**src/hdl/move_mult_consts.vh**
```
/*
 * Constants for the move and multiply decoder: instruction form codes,
 * operand classes, cycle and byte figures.
 * Assumes the fetch path has already split the instruction into fields.
 */
`ifndef MOVE_MULT_CONSTS_VH
`define MOVE_MULT_CONSTS_VH

`define FORM_SHORT_TO_ADDR 4'h0
`define FORM_SHORT_STORE 4'h1
`define FORM_SHORT_LOAD 4'h2
`define FORM_SP_LOAD 4'h3
`define FORM_SP_STORE 4'h4
`define FORM_EA_LOAD 4'h5
`define FORM_NIBBLE_TO_ACC 4'h6
`define FORM_NIBBLE_FROM_ACC 4'h7
`define FORM_SMUL_IMM 4'h8
`define FORM_UMUL_IMM 4'h9
`define FORM_SMUL_GEN 4'ha
`define FORM_UMUL_GEN 4'hb

`define CLASS_DATA 3'h0
`define CLASS_ADDR 3'h1
`define CLASS_IND 3'h2
`define CLASS_DSP 3'h3
`define CLASS_SB16 3'h4
`define CLASS_ABS 3'h5
`define CLASS_NONE 3'h7

`define CODE_FIRST_ADDR 4'h4
`define CODE_SECOND_ADDR 4'h5
`define CODE_FIRST_IND 4'h6
`define CODE_FIRST_DSP8 4'h8
`define CODE_FIRST_DSP16 4'hc
`define CODE_SB16 4'he
`define CODE_ABS 4'hf

`define DIR_LL 2'h0
`define DIR_HL 2'h1
`define DIR_LH 2'h2
`define DIR_HH 2'h3

`define CYC_1 4'h1
`define CYC_2 4'h2
`define CYC_3 4'h3
`define CYC_4 4'h4
`define CYC_5 4'h5
`define CYC_6 4'h6
`define CYC_7 4'h7
`define CYC_8 4'h8

`define LEN_1 3'h1
`define LEN_2 3'h2
`define LEN_3 3'h3

`endif

```
**src/hdl/move_mult_decoder.v**
```verilog
/*
 * Cycle and length decoder for the move, effective address, nibble and
 * multiply forms of the core.
 * Assumes fields arrive split out and synchronous to clk_in, one request a
 * cycle at most; the answer follows one clock after the request.
 */
`timescale 1ns/1ns
`include "move_mult_consts.vh"

module move_mult_decoder
(
    input wire clk_in,
    input wire rst_b_in,
    input wire req_valid_in,
    input wire [3:0] form_in,
    input wire size_word_in,
    input wire [3:0] src_code_in,
    input wire [3:0] dst_code_in,
    input wire [1:0] dir_in,
    output reg done_out,
    output reg undefined_out,
    output reg [2:0] byte_count_out,
    output reg [3:0] cycle_count_out,
    output reg [2:0] src_class_out,
    output reg [2:0] dst_class_out,
    output reg word_out,
    output reg product_signed_out
);

    reg rst_sync_a;
    reg rst_sync_b;
    reg next_undefined;
    reg [2:0] next_bytes;
    reg [3:0] next_cycles;
    reg [2:0] next_src_class;
    reg [2:0] next_dst_class;
    reg next_word;
    reg next_signed;
    reg src_mem;
    reg dst_mem;
    reg same_half;

    // Extra bytes carried by a general operand code.
    function [2:0] disp_bytes;
        input [3:0] code;
        begin
            if (code >= `CODE_FIRST_DSP16)
                disp_bytes = 3'h2;
            else if (code >= `CODE_FIRST_DSP8)
                disp_bytes = 3'h1;
            else
                disp_bytes = 3'h0;
        end
    endfunction

    // Operand class of a general four-bit code.
    function [2:0] class_of;
        input [3:0] code;
        begin
            if (code == `CODE_ABS)
                class_of = `CLASS_ABS;
            else if (code == `CODE_SB16)
                class_of = `CLASS_SB16;
            else if (code >= `CODE_FIRST_DSP8)
                class_of = `CLASS_DSP;
            else if (code >= `CODE_FIRST_IND)
                class_of = `CLASS_IND;
            else if (code >= `CODE_FIRST_ADDR)
                class_of = `CLASS_ADDR;
            else
                class_of = `CLASS_DATA;
        end
    endfunction

    // Class of the two-bit short-form operand field.
    function [2:0] short_class;
        input [1:0] code;
        begin
            case (code)
                2'h0: short_class = `CLASS_DATA;
                2'h3: short_class = `CLASS_ABS;
                default: short_class = `CLASS_DSP;
            endcase
        end
    endfunction

    // Multiply target check.
    function mul_dst_ok;
        input [3:0] code;
        input word;
        begin
            case (code)
                4'h3: mul_dst_ok = 1'b0;
                4'h5: mul_dst_ok = 1'b0;
                4'h1: mul_dst_ok = word;
                4'h2: mul_dst_ok = ~word;
                default: mul_dst_ok = 1'b1;
            endcase
        end
    endfunction

    always @(posedge clk_in or negedge rst_b_in)
    begin
        if (!rst_b_in)
        begin
            rst_sync_a <= 1'b0;
            rst_sync_b <= 1'b0;
        end
        else
        begin
            rst_sync_a <= 1'b1;
            rst_sync_b <= rst_sync_a;
        end
    end

    always @*
    begin
        src_mem = (src_code_in >= `CODE_FIRST_IND);
        dst_mem = (dst_code_in >= `CODE_FIRST_IND);
        same_half = (dir_in == `DIR_LL) || (dir_in == `DIR_HH);
        next_undefined = 1'b0;
        next_bytes = `LEN_2;
        next_cycles = `CYC_2;
        next_src_class = class_of(src_code_in);
        next_dst_class = class_of(dst_code_in);
        next_word = size_word_in;
        next_signed = 1'b0;
        case (form_in)
            `FORM_SHORT_TO_ADDR:
            begin
                next_word = 1'b0;
                next_src_class = short_class(src_code_in[1:0]);
                next_dst_class = `CLASS_ADDR;
                case (src_code_in[1:0])
                    2'h0:
                    begin
                        next_bytes = `LEN_1;
                        next_cycles = `CYC_2;
                    end
                    2'h3:
                    begin
                        next_bytes = `LEN_3;
                        next_cycles = `CYC_3;
                    end
                    default:
                    begin
                        next_bytes = `LEN_2;
                        next_cycles = `CYC_3;
                    end
                endcase
            end
            `FORM_SHORT_STORE:
            begin
                next_word = 1'b0;
                next_src_class = `CLASS_DATA;
                next_dst_class = short_class(dst_code_in[1:0]);
                next_cycles = `CYC_2;
                if (dst_code_in[1:0] == 2'h3)
                    next_bytes = `LEN_3;
                else
                    next_bytes = `LEN_2;
                if (dst_code_in[1:0] == 2'h0)
                    next_undefined = 1'b1;
            end
            `FORM_SHORT_LOAD:
            begin
                next_word = 1'b0;
                next_src_class = short_class(src_code_in[1:0]);
                next_dst_class = `CLASS_DATA;
                case (src_code_in[1:0])
                    2'h0:
                    begin
                        next_bytes = `LEN_1;
                        next_cycles = `CYC_2;
                    end
                    2'h3:
                    begin
                        next_bytes = `LEN_3;
                        next_cycles = `CYC_3;
                    end
                    default:
                    begin
                        next_bytes = `LEN_2;
                        next_cycles = `CYC_3;
                    end
                endcase
            end
            `FORM_SP_LOAD:
            begin
                next_src_class = `CLASS_DSP;
                next_bytes = `LEN_3 + disp_bytes(dst_code_in);
                next_cycles = dst_mem ? `CYC_3 : `CYC_2;
            end
            `FORM_SP_STORE:
            begin
                next_dst_class = `CLASS_DSP;
                next_bytes = `LEN_3 + disp_bytes(src_code_in);
                next_cycles = src_mem ? `CYC_4 : `CYC_3;
            end
            `FORM_EA_LOAD:
            begin
                next_word = 1'b1;
                next_dst_class = dst_code_in[2] ? `CLASS_ADDR : `CLASS_DATA;
                next_cycles = `CYC_2;
                if (src_code_in < `CODE_FIRST_DSP16)
                    next_bytes = `LEN_3;
                else
                    next_bytes = 3'h4;
                if ((src_code_in < `CODE_FIRST_DSP8) ||
                    (dst_code_in[3]) || (dst_code_in[2:1] == 2'h3))
                    next_undefined = 1'b1;
            end
            `FORM_NIBBLE_TO_ACC:
            begin
                next_word = 1'b0;
                next_dst_class = `CLASS_DATA;
                next_bytes = `LEN_2 + disp_bytes(src_code_in);
                if (same_half)
                    next_cycles = src_mem ? `CYC_5 : `CYC_3;
                else
                    next_cycles = src_mem ? `CYC_8 : `CYC_6;
                if ((src_code_in == `CODE_FIRST_ADDR) ||
                    (src_code_in == `CODE_SECOND_ADDR))
                    next_undefined = 1'b1;
            end
            `FORM_NIBBLE_FROM_ACC:
            begin
                next_word = 1'b0;
                next_src_class = `CLASS_DATA;
                next_bytes = `LEN_2 + disp_bytes(dst_code_in);
                if (same_half)
                    next_cycles = dst_mem ? `CYC_5 : `CYC_4;
                else
                    next_cycles = dst_mem ? `CYC_8 : `CYC_7;
                if ((dst_code_in == 4'h0) ||
                    (dst_code_in == `CODE_FIRST_ADDR) ||
                    (dst_code_in == `CODE_SECOND_ADDR))
                    next_undefined = 1'b1;
            end
            `FORM_SMUL_IMM, `FORM_UMUL_IMM:
            begin
                next_signed = ~form_in[0];
                next_src_class = `CLASS_NONE;
                next_bytes = `LEN_3 + disp_bytes(dst_code_in) +
                    {2'h0, size_word_in};
                if (!dst_mem)
                    next_cycles = size_word_in ? `CYC_5 : `CYC_4;
                else
                    next_cycles = size_word_in ? `CYC_7 : `CYC_5;
                if (!mul_dst_ok(dst_code_in, size_word_in))
                    next_undefined = 1'b1;
            end
            `FORM_SMUL_GEN, `FORM_UMUL_GEN:
            begin
                next_signed = ~form_in[0];
                next_bytes = `LEN_2 + disp_bytes(src_code_in) +
                    disp_bytes(dst_code_in);
                if (src_mem)
                    next_cycles = `CYC_6;
                else if (dst_mem)
                    next_cycles = `CYC_5;
                else if (src_code_in[2] && dst_code_in[2])
                    next_cycles = `CYC_5;
                else
                    next_cycles = `CYC_4;
                if (size_word_in)
                begin
                    if (dst_mem)
                        next_cycles = next_cycles + `CYC_2;
                    else if (!src_code_in[2] || src_mem)
                        next_cycles = next_cycles + `CYC_1;
                    else if (!dst_code_in[2])
                        next_cycles = next_cycles + `CYC_1;
                end
                if (!mul_dst_ok(dst_code_in, size_word_in))
                    next_undefined = 1'b1;
            end
            default:
            begin
                next_undefined = 1'b1;
                next_src_class = `CLASS_NONE;
                next_dst_class = `CLASS_NONE;
            end
        endcase
    end

    always @(posedge clk_in or negedge rst_b_in)
    begin
        if (!rst_b_in)
        begin
            done_out <= 1'b0;
            undefined_out <= 1'b0;
            byte_count_out <= 3'h0;
            cycle_count_out <= 4'h0;
            src_class_out <= `CLASS_NONE;
            dst_class_out <= `CLASS_NONE;
            word_out <= 1'b0;
            product_signed_out <= 1'b0;
        end
        else if (!rst_sync_b)
        begin
            done_out <= 1'b0;
            undefined_out <= 1'b0;
        end
        else
        begin
            done_out <= req_valid_in;
            if (req_valid_in)
            begin
                undefined_out <= next_undefined;
                byte_count_out <= next_bytes;
                cycle_count_out <= next_cycles;
                src_class_out <= next_src_class;
                dst_class_out <= next_dst_class;
                word_out <= next_word;
                product_signed_out <= next_signed;
            end
        end
    end

endmodule // move_mult_decoder

```
**config.mk**
```make
export PLATFORM = sky130hd
export DESIGN_NAME = move_mult_decoder
export DESIGN_NICKNAME = d
export VERILOG_FILES = /design/src/hdl/move_mult_decoder.v
export VERILOG_INCLUDE_DIRS = /design/src /design/src/hdl
export SDC_FILE = /design/constraint.sdc
export NUM_CORES = 1
export LEC_CHECK = 0
export ABC_CLOCK_PERIOD_IN_PS = 1700
export BUFFER_PORTS_ARGS = -buffer_cell sky130_fd_sc_hd__buf_2
export CAP_MARGIN = 25
export CORE_MARGIN = 2
export CORE_UTILIZATION = 48
export CTS_CLUSTER_DIAMETER = 200
export DETAILED_ROUTE_END_ITERATION = 10
export PLACE_DENSITY = 0.69
export REMOVE_ABC_BUFFERS = 1
export SLEW_MARGIN = 30
export SYNTH_ARGS = -nofsm -noshare
export SYNTH_HDL_FRONTEND = slang
export SYNTH_SLANG_ARGS = --single-unit
export TNS_END_PERCENT = 30
```
**constraint.sdc**
```tcl
create_clock -name clk_in -period 1.7 [get_ports clk_in]
set_input_delay 0.17 -clock clk_in [delete_from_list [all_inputs] [get_ports clk_in]]
set_output_delay 0.17 -clock clk_in [all_outputs]
set_load 0.02 [all_outputs]
```
# == Yosys cells after proc, flatten, opt, wreduce, memory -nomap -nowiden ==
# Cells that the tools add are included.
# word_totals
input_bits,18
ff_bits,19
elab_cells,151
out_inout_bits,17
# op_classes
bitwise,2
n_eq_ne,27
reduce_logical,26
mux,66
n_lt_le_gt_ge,10
addsub,10
# ops
operator,count
two-way mux 3 bit,16
two-way mux 4 bit,9
== test 4 x 3 -> 1 bit (second input constant),8
== test 4 bit (second input constant),8
one-hot mux 4 bit (7 select lines),1
one-hot mux 3 bit (9 select lines),1
two-way mux 1 bit,24
adder 2 x 3 -> 3 bit (first input constant),6
one-hot mux 3 bit (6 select lines),1
== test 4 x 2 -> 1 bit (second input constant),4
greater-or-equal comparator 4 x 3 -> 1 bit (second input constant),4
greater-or-equal comparator 4 bit (second input constant),4
two-way mux 2 bit,7
one-hot mux 3 bit (2 select lines),2
one-hot mux 3 bit (4 select lines),1
OR reduction 2 bit,6
OR reduction 5 bit,2
== test 2 bit (second input constant),4
== test 4 x 1 -> 1 bit (second input constant),2
zero test 4 bit,2
less-than comparator 4 bit (second input constant),2
OR reduction 4 bit,2
logical OR 1 bit,7
one-hot mux 1 bit (7 select lines),1
other kinds (14),17

# == Longest topological paths before layout ==
# Gate-level depths: netlist (run 1).
# depth
word_depth,11
depth_mapped,10
depth_no_buf,10

# == Least setup slack after synthesis (run 1) ==
# OpenSTA, ideal clock, no wires.
# synth_timing
kind,input to register
start,in dst_code_in[3]
end,reg byte_count_out[1]
setup_ns,0.141
path_buffers,1
t_required_ns,1.559
arrival_ns,1.716
setup_slack_ns,-0.158
stages,9
cell_sequence,buf_2 > nand2_1 > ha_1 > inv_1 > ha_1 > a21o_1 > a32o_1 > a221oi_1 > a31oi_1
# synth_via
elab_chain_len,7
word_cells_on_any_way,14
classes_between,5 x add/sub; 2 x order compare; 7 x mux
# synth_rtl
item,line,source
"start, declared",move_mult_decoder.v:18,"input wire [3:0] dst_code_in,"
greater-or-equal comparator 4 bit (no source line),n/a,
two-way mux 1 bit,move_mult_decoder.v:49,else if (code >= `CODE_FIRST_DSP8)
two-way mux 3 bit *,move_mult_decoder.v:47,if (code >= `CODE_FIRST_DSP16)
two-way mux 3 bit,move_mult_decoder.v:128,case (form_in)
adder 2 x 3 -> 3 bit (no source line),n/a,
adder 3 x 1 -> 3 bit (no source line),n/a,
one-hot mux 3 bit (9 select lines) *,move_mult_decoder.v:128,
"end signal, assigned",move_mult_decoder.v:311,byte_count_out <= next_bytes;
"end, declared",move_mult_decoder.v:22,"output reg [2:0] byte_count_out,"
# Every way passes the cells marked *; elsewhere a longest branch is shown, timed or not. The select of a mux whose other input is x is not followed.
# A chain may end at the register's enable or synchronous reset.

# == Worst setup path after layout (run 1) ==
# layout_timing
start,in form_in[3]
end,reg byte_count_out[2]
# layout_via
elab_chain_len,3
word_cells_on_any_way,16
classes_between,11 x eq/ne; 1 x mux; 4 x reduce/logical
# layout_rtl
item,line,source
"start, declared",move_mult_decoder.v:15,"input wire [3:0] form_in,"
"== test 4 bit, or another cell as far along",n/a,
"OR reduction 2 bit, on equally long branches",n/a,
one-hot mux 3 bit (9 select lines) *,move_mult_decoder.v:128,
# Every way passes the cells marked *; elsewhere a longest branch is shown, timed or not.

==> flow_summary_export.csv, run 1 <==
group,metric,value,unit
floorplanning,dieHeight,68.4,µm
floorplanning,ioPinCount,35,
pwr,power_density,605,nW/µm²
grt,grt_pass1_wl,9380,µm
floorplanning,num_rows,23,
setup_path,crit_path_cell_trace,"buf_2, nor4b_2, buf_4, mux2i_1, ha_1, inv_1, a221oi_1, o2bb2ai_1",
sta,min_period,1.51,ns
setup_path,path_delay_family,"compound AO/OA/AOI/OAI gates",
setup_path,crit_buf_inv,3,
logic_synthesis,ys_seq_elements,19,
setup_path,r2r_cells,4,
grt,grtUsageTotal,0.265,
final_layout,drive_gt1_frac,0.285,
setup_path,cp.required,1.84,ns
pwr,sw_frac_of_total,0.370,
logic_synthesis,yosysSeqAreaShare,0.243,
logic_synthesis,synthArstFlopShare,1.00,
grt,grt_start_max_net_pins,34,
floorplanning,die_area,4680,µm²
logic_synthesis,synth_top_area_share,0.164,
clocking,cts_made_buffers,3,
placed_design,numPortBuffers,34,
min_path,hold_path_depth,3,
pwr,power.share.sequential,0.370,
logic_synthesis,yosysWarnings,0,
final_layout,stdcell_area,2430,µm²
routing,via_per_inst,6.02,
setup_path,critPathLaunchType,"primary input",
setup_path,critical-path-max-stage-delay,0.30,ns
status,status,"finished clean",
final_layout,mostFrequentLayoutCell,"buf_2",
placed_design,postPlaceCellArea,2360,µm²
placed_design,dp_slack,-0.135,ns
floorplanning,die_w,68.4,µm
grt,grt-ovfl-total,0,
setup_path,r2r_slack,0.22,ns
logic_synthesis,syn_area_per_cell,8.05,µm²
pwr,vdd_ir_drop_max,0.000300,V
final_layout,layout_common_cells,"buf_2 (34), buf_4 (33), nor2_1 (24)",
pwr,pwr-share-clk,0.226,
setup_path,cp.arrival,1.65,ns
logic_synthesis,synth_enable_flop_cells,0,
final_layout,antenna_cells_inserted,0,
pwr,power,1470,µW
floorplanning,initial_core_util,0.497,
sta,final_hold_viol_count,0,
sta,final.setup_skew,0.0116,ns
run,cap_violations,0,
clocking,ctsHtreeMaxLevel,1,
clocking,cts.path.max_buffers,2,
clocking,clk_pin_slew_worst_paths,0.08,ns
clocking,cts_root_buf,"clkbuf_8",
routing,drtAntennaViolNets,0,
pwr,p_switching,544,µW
clocking,postCtsSetupBuffers,0,
min_path,min_path_type,"in2reg",
floorplanning,coreArea,4000,µm²
placed_design,place_congestion,0.924,
logic_synthesis,synth_area,1990,µm²
final_layout,num-nets-final,339,
logic_synthesis,synth.lib_cells_used.distinct,67,
sta,rsz0062_at_grt,"no",
sta,timing.final.ws_setup,0.189,ns
setup_path,cp.depth,8,
clocking,clkLatencyLatePin,0.27,ns
pwr,p_int,927,µW
routing,drt-total-wl,5530,µm
pwr,leakage,0.00115,µW
grt,grt_pass1_vias,1941,
setup_path,critPathSlowestCell,"a221oi_1",
final_layout,syn2layout_area_growth,22.2,%
setup_path,crit_path_max_fanout,4,
pwr,power.share.combinational,0.403,
routing,drtIter0Drc,151,
placed_design,dp_hpwl,4190,µm
sta,max_freq,662,MHz
logic_synthesis,synthTopCellsByArea,"dfrtp_1 (16%), ha_1 (11%), dfstp_2 (7.9%)",
setup_path,criticalPathCategory,"in2reg",
sta,finalSetupViolCount,0,
sta,drv_slew,0,
routing,wl_per_cell,15.7,µm
routing,dr_total_vias,2118,
logic_synthesis,yosysTopAreaCell,"dfrtp_1",
routing,drc,0,
routing,firstDrtPassIters,5,
final_layout,fill_cells,371,
sta,fin_crit_sh,0.889,
grt,grt_antenna_before_repair,0,
clocking,cts_tree,"built",
clocking,clock_sinks,19,
logic_synthesis,ys.flop_type,"dfrtp_1",
logic_synthesis,syn_inst,247,
setup_path,cp-end-kind,"register",
-- metrics by stage --
stage | setup TNS, ns | hold slack [ns] | utilization | std cells
after floorplan | 0 | -0.126 | - | 230
after global placement | -0.355 | 0.127 | 0.591 | 347
after detailed placement | -0.512 | 0.130 | 0.591 | 347
after CTS | 0 | 0.261 | 0.605 | 352
after global routing | 0 | 0.298 | 0.608 | 352
final | 0 | 0.260 | 0.608 | 352
-- logic make-up after synthesis --
family	after synthesis	synth area share
simple gates	88	0.235
compound gates	82	0.296
fa+ha+maj	18	0.113
buf+inv	33	0.0836
flops	19	0.243
other cells	1	0.00188
xor+xnor	4	0.0176
mux	2	0.0101
-- timing repair --
item                                    CTS  global route
hold endpoints to repair                 13             0
endpoints found under the setup margin    0             3
resized for setup                         0             3
hold buffers                              1             0
-- sequential cells by signal, indices dropped and copies added (netlist names) --
signal	cells
byte_count_out	3
undefined_out	1
done_out	1
src_class_out	3
rst_sync_b	1
product_signed_out	1
dst_class_out	3
cycle_count_out	4
word_out	1
rst_sync_a	1
-- layout make-up --
| type | instances | area (µm²) | area share |
|---|---|---|---|
| clock inverters | 1 | 5.00 | 0.00206 |
| repair buffers | 68 | 428 | 0.176 |
| inverters | 16 | 60.1 | 0.0247 |
| flip-flops and latches | 19 | 483 | 0.199 |
| clock buffers | 3 | 41.3 | 0.0170 |
| well taps | 50 | 62.6 | 0.0257 |
| multi-input cells | 195 | 1350 | 0.556 |
-- routing by layer --
metal,vias up,share of wire,global-route usage
met4,0,0.027,0.113
met5,-,0,0
met1,992,0.45,0.392
met2,103,0.44,0.383
met3,11,0.084,0.0296
li1,1012,-,-
-- power groups by stage --
stage	Combinational (µW)	Sequential, µW	Clock [µW]
after floorplan	247	621	0
after global placement	574	552	0
after detailed placement	578	554	0
after CTS	584	546	325
after global routing	661	555	347
final	594	545	333
-- Yosys cell counts, drive strengths merged, types with 3 or more instances --
master and instances:
nor2 26, ha 18, nand2 17, o21ai 17, buf 15, inv 15
dfrtp 13, a31oi 11, a21oi 8, nor2b 8, nand2b 7, nor3 7
dfstp 6, a211oi 5, a221oi 3, a31o 3, nand3 3, nor3b 3
o21bai 3, o22ai 3, xnor2 3
-- tightest hold or removal path, cell delays in order --
cell     delay (ns)
buf_2          0.12
o21ai_0        0.17
a31oi_1        0.04
-- path summary, 6_finish.rpt --
check,from,endpoint
setup / recovery,form_in[3],byte_count_out[2]$_DFFE_PN0P_
hold / removal,req_valid_in,undefined_out$_DFFE_PN0P_
setup reg to reg,rst_sync_b$_DFF_PN0_,cycle_count_out[3]$_DFFE_PN0P_
hold reg to reg,rst_sync_a$_DFF_PN0_,rst_sync_b$_DFF_PN0_
max in group asynchronous,rst_b_in,src_class_out[0]$_DFFE_PN1P_
min in group asynchronous,rst_b_in,done_out$_DFF_PN0_
(Power assumes the default switching activity.)
==> run 2, diff against run 1 <==
Settings changed: ABC_CLOCK_PERIOD_IN_PS 1700 to 1800, PLACE_DENSITY 0.69 to 0.71.
Clock period 1.7 ns to 1.8 ns, I/O delays scaled along.
==> flow_summary_export.csv, run 2 (synthesized netlist as in run 1, its figures left out) <==
group,metric,value,unit
floorplanning,coreArea,4000,µm²
grt,grt_pass1_wl,8930,µm
sta,final.setup_skew,0.00169,ns
final_layout,layout_common_cells,"buf_2 (34), buf_4 (30), nor2_1 (26)",
final_layout,largest-register,"cycle_count_out",
routing,routed-wl-met3,480,µm
grt,grt_start_max_net_pins,34,
clocking,cts_root_buf,"clkbuf_8",
setup_path,r2r-end,"cycle_count_out[0]$_DFFE_PN0P_",
setup_path,r2r_cells,5,
routing,via_per_inst,5.95,
routing,drt-total-wl,5560,µm
final_layout,largest_reg_flops,4,
setup_path,critical-path-max-stage-delay,0.25,ns
min_path,hold_path_depth,3,
setup_path,crit_path_cell_trace,"buf_2, inv_1, ha_1, o21a_1, nor2_1, inv_1, ha_1, mux2i_1, o22ai_1, a31o_2",
setup_path,critPathLaunchType,"primary input",
clocking,cts_tree,"built",
pwr,vdd_ir_drop_max,0.000246,V
routing,met2WireLength,2490,µm
routing,drtAntennaViolNets,0,
clocking,cts.path.max_buffers,2,
clocking,clk_pin_slew_worst_paths,0.08,ns
clocking,cts_resized,0,
floorplanning,die_w,68.4,µm
setup_path,criticalPathCategory,"in2reg",
final_layout,drive_gt1_frac,0.268,
setup_path,cp-end-kind,"register",
sta,hold_ws,0.318,ns
routing,drc,0,
placed_design,place_congestion,0.917,
run,cap_violations,0,
sta,rsz0062_at_grt,"no",
setup_path,cp.required,1.96,ns
floorplanning,die_area,4680,µm²
final_layout,antenna_cells_inserted,0,
clocking,cts_hold_buffers,1,
floorplanning,initial_core_util,0.497,
min_path,hp-start,"req_valid_in",
setup_path,critPathSlowestCell,"a31o_2",
routing,wl_met1,2520,µm
sta,final_hold_viol_count,0,
final_layout,stdcell_area,2400,µm²
placed_design,numPortBuffers,34,
clocking,cts_made_buffers,3,
grt,grt_pass1_vias,1841,
routing,drtIter0Drc,242,
final_layout,syn2layout_area_growth,20.5,%
grt,grtUsageTotal,0.258,
routing,maxUsedRoutingLayer,"met4",
sta,fin_crit_sh,0.876,
setup_path,regToRegStartpoint,"rst_sync_b$_DFF_PN0_",
final_layout,num-nets-final,336,
sta,finalSetupViolCount,0,
setup_path,cp.arrival,1.73,ns
floorplanning,dieHeight,68.4,µm
routing,dr_total_vias,2076,
final_layout,mostFrequentLayoutCell,"buf_2",
sta,drv_slew,0,
min_path,min_path_type,"in2reg",
setup_path,crit_path_max_fanout,3,
pwr,power_density,573,nW/µm²
pwr,leakage,0.00113,µW
clocking,ctsHtreeMaxLevel,1,
pwr,power,1370,µW
setup_path,r2r_slack,0.45,ns
clocking,clock_sinks,19,
sta,min_period,1.58,ns
clocking,clkLatencyLatePin,0.26,ns
grt,grt_antenna_before_repair,0,
clocking,postCtsSetupBuffers,0,
routing,wl_per_cell,15.9,µm
floorplanning,ioPinCount,35,
min_path,holdPathEnd,"undefined_out$_DFFE_PN0P_",
status,status,"finished clean",
sta,max_freq,634,MHz
routing,firstDrtPassIters,5,
floorplanning,num_rows,23,
placed_design,dp_hpwl,4200,µm
grt,grt-ovfl-total,0,
placed_design,postPlaceCellArea,2340,µm²
## run 2: area by class of cell
type	instances	area (µm²)
Fill cell	376	1600
Inverter	16	60.1
Tap cell	50	62.6
Timing Repair Buffer	65	405
Clock buffer	3	41.3
Multi-Input combinational cell	195	1340
Sequential cell	19	483
Clock inverter	1	5.00
## run 2: per-layer routing
metal | vias up | GRT usage
met5 | - | 0
met2 | 119 | 0.410
li1 | 1007 | -
met1 | 942 | 0.371
met3 | 8 | 0.0214
met4 | 0 | 0.0700
## run 2: worst max path at each step
stage	slack [ns]	cells past startpoint	endpoint	startpoint
2_1_floorplan	0.12	8	byte_count_out[1]$_DFFE_PN0P_	dst_code_in[2]
3_3_place_gp	0.01	9	byte_count_out[1]$_DFFE_PN0P_	dst_code_in[3]
3_5_place_dp	-0.04	10	cycle_count_out[3]$_DFFE_PN0P_	dst_code_in[0]
4_1_cts	0.23	10	cycle_count_out[3]$_DFFE_PN0P_	dst_code_in[0]
5_1_grt	0.04	10	cycle_count_out[0]$_DFFE_PN0P_	dst_code_in[0]
6_report	0.22	10	cycle_count_out[3]$_DFFE_PN0P_	dst_code_in[0]
## run 2: power breakdown
group | switching, µW | internal, µW | leakage, µW
combinational | 325 | 222 | 0.000885
clock | 155 | 154 | 0.0000255
sequential | 24.7 | 491 | 0.000222
## run 2: worst max-delay path: cells and delay by family
family                   cells  cell delay, ns
buffers and inverters        3            0.25
multiplexers                 1            0.13
AO/OA/AOI/OAI                3            0.54
adder cells (fa/ha/maj)      2            0.41
AND/OR/NAND/NOR              1            0.21
## run 2: stage by stage
stage	setup TNS, ns	util	worst slack [ns]	instances
6_report	0	0.599	0.224	349
2_1_floorplan	0	-	0.120	230
3_5_place_dp	-0.101	0.585	-0.0415	344
4_1_cts	0	0.599	0.225	349
3_3_place_gp	0	0.585	0.0141	344
5_1_grt	0	0.599	0.0361	349
==> run 3, diff against run 2 <==
Settings changed: ABC_CLOCK_PERIOD_IN_PS 1800 to unset, CELL_PAD_IN_SITES_DETAIL_PLACEMENT set to 0, CELL_PAD_IN_SITES_GLOBAL_PLACEMENT set to 1, CORE_UTILIZATION 48 to 45, PLACE_DENSITY 0.71 to 0.87.
==> flow_summary_export.csv, run 3 (synthesized netlist as in run 1, its figures left out) <==
group,metric,value,unit
placed_design,dp_hpwl,4410,µm
clocking,cts.path.max_buffers,2,
final_layout,mostFrequentLayoutCell,"buf_2",
sta,finalSetupViolCount,0,
final_layout,ff_latch_area,483,µm²
final_layout,fill_cells,411,
clocking,postCtsSetupBuffers,0,
final_layout,antenna_cells_inserted,0,
final_layout,syn2layout_area_growth,21.8,%
sta,drv_slew,0,
min_path,hp-start,"req_valid_in",
min_path,holdPathEnd,"undefined_out$_DFFE_PN0P_",
setup_path,critPathSlowestCell,"o41ai_1",
sta,tightest_slew,0.519,ns
sta,max_freq,628,MHz
sta,final_hold_viol_count,0,
routing,drt-total-wl,5820,µm
sta,fin_crit_sh,0.884,
setup_path,crit_path_cell_trace,"buf_2, inv_1, ha_1, o21a_1, nor2_1, ha_1, nand4b_1, a21oi_1, o41ai_1, nand3_1",
clocking,cts_made_buffers,3,
routing,via_per_inst,5.92,
setup_path,r2r-end,"cycle_count_out[0]$_DFFE_PN0P_",
grt,grt_antenna_before_repair,0,
floorplanning,ioPinCount,35,
sta,rsz0062_at_grt,"no",
setup_path,criticalPathCategory,"in2reg",
pwr,leakage,0.00115,µW
floorplanning,dieHeight,70.5,µm
sta,relSlewSlack,0.649,
placed_design,numPortBuffers,34,
min_path,min_path_type,"in2reg",
routing,drtAntennaViolNets,0,
setup_path,cp-end-kind,"register",
setup_path,cp.arrival,1.72,ns
setup_path,critical-path-max-stage-delay,0.38,ns
sta,final.setup_skew,0.00728,ns
setup_path,cp.required,1.93,ns
clocking,ctsHtreeMaxLevel,1,
pwr,vdd_ir_drop_max,0.000205,V
grt,grt_pass1_wl,9330,µm
final_layout,largest-register,"cycle_count_out",
clocking,clock_sinks,19,
grt,grt_pass1_vias,1883,
routing,dr_total_vias,2096,
setup_path,r2r_slack,0.38,ns
final_layout,post-route-util,0.564,
sta,timing.final.ws_setup,0.208,ns
floorplanning,num_rows,24,
clocking,cts_root_buf,"clkbuf_8",
floorplanning,die_area,4970,µm²
min_path,hold_path_depth,3,
sta,finalSetupTns,0,ns
routing,wl_per_cell,16.4,µm
clocking,cts_tree,"built",
routing,firstDrtPassIters,5,
setup_path,crit_path_max_fanout,3,
clocking,cts_resized,0,
placed_design,place_congestion,0.906,
grt,grtUsageTotal,0.231,
clocking,clkLatencyLatePin,0.25,ns
routing,drc,0,
clocking,clk_pin_slew_worst_paths,0.07,ns
final_layout,num-nets-final,339,
grt,grt_start_max_net_pins,31,
final_layout,largest_reg_flops,4,
floorplanning,coreArea,4290,µm²
placed_design,dp_slack,-0.0280,ns
final_layout,multiInputGateArea,1340,µm²
setup_path,path_delay_family,"compound AO/OA/AOI/OAI gates",
setup_path,r2r_cells,5,
setup_path,critPathLaunchType,"primary input",
final_layout,drive_gt1_frac,0.275,
sta,min_period,1.59,ns
routing,drtIter0Drc,196,
run,cap_violations,0,
setup_path,regToRegStartpoint,"rst_sync_b$_DFF_PN0_",
grt,grt-ovfl-total,0,
floorplanning,die_w,70.5,µm
setup_path,crit_buf_inv,2,
pwr,power_density,563,nW/µm²
final_layout,layout_common_cells,"buf_2 (34), buf_4 (33), nor2_1 (26)",
status,status,"finished clean",
setup_path,path_common_cell,"ha_1",
floorplanning,initial_core_util,0.463,
-- run 3: final cells by class --
cell class                      instances  share of cell area
Tap cell                               52              0.0269
Clock inverter                          1             0.00207
Timing Repair Buffer                   68               0.177
Clock buffer                            3              0.0170
Inverter                               16              0.0248
Multi-Input combinational cell        195               0.553
Sequential cell                        19               0.199
-- run 3: metrics by stage --
stage	hold WS (ns)	total power [µW]	cells	area, µm²
detailed placement	0.141	1070	349	2370
global route	0.314	1440	354	2420
floorplan	-0.116	819	230	1880
finish	0.318	1360	354	2420
global placement	0.140	1070	349	2370
CTS	0.301	1370	354	2420
-- run 3: repair_timing --
item                                   in CTS  in global routing
endpoints found under the hold margin      13                  0
hold buffers                                1                  0
setup endpoints to repair                   0                  0
-- run 3: power by group --
part | total, µW | internal (µW) | leakage [µW] | switching [µW]
Clock | 291 | 154 | 0.0000255 | 137
Sequential | 515 | 492 | 0.000222 | 23.8
Combinational | 558 | 226 | 0.000898 | 331
-- run 3: routing by layer --
metal,GRT usage,part of all wire,vias to the layer above
met3,0.0231,0.075,8
met5,0,0,-
li1,-,-,1012
met1,0.344,0.47,963
met4,0.0983,0.025,0
met2,0.335,0.43,113
-- run 3: worst max path at each step --
| stage | from | to | slack (ns) | depth (start not counted) |
|---|---|---|---|---|
| 6_report | dst_code_in[0] | cycle_count_out[0]$_DFFE_PN0P_ | 0.21 | 10 |
| 3_5_place_dp | dst_code_in[3] | byte_count_out[1]$_DFFE_PN0P_ | -0.03 | 9 |
| 5_1_grt | src_code_in[0] | cycle_count_out[2]$_DFFE_PN0P_ | 0.07 | 11 |
| 2_1_floorplan | dst_code_in[2] | byte_count_out[1]$_DFFE_PN0P_ | 0.12 | 8 |
| 4_1_cts | dst_code_in[0] | cycle_count_out[0]$_DFFE_PN0P_ | 0.23 | 10 |
| 3_3_place_gp | dst_code_in[0] | cycle_count_out[0]$_DFFE_PN0P_ | -0.03 | 10 |
-- run 3: worst min-delay path: cells and delay by family --
family                 cells  cell delay, ns
buffers and inverters      1            0.11
AO/OA/AOI/OAI              2            0.25
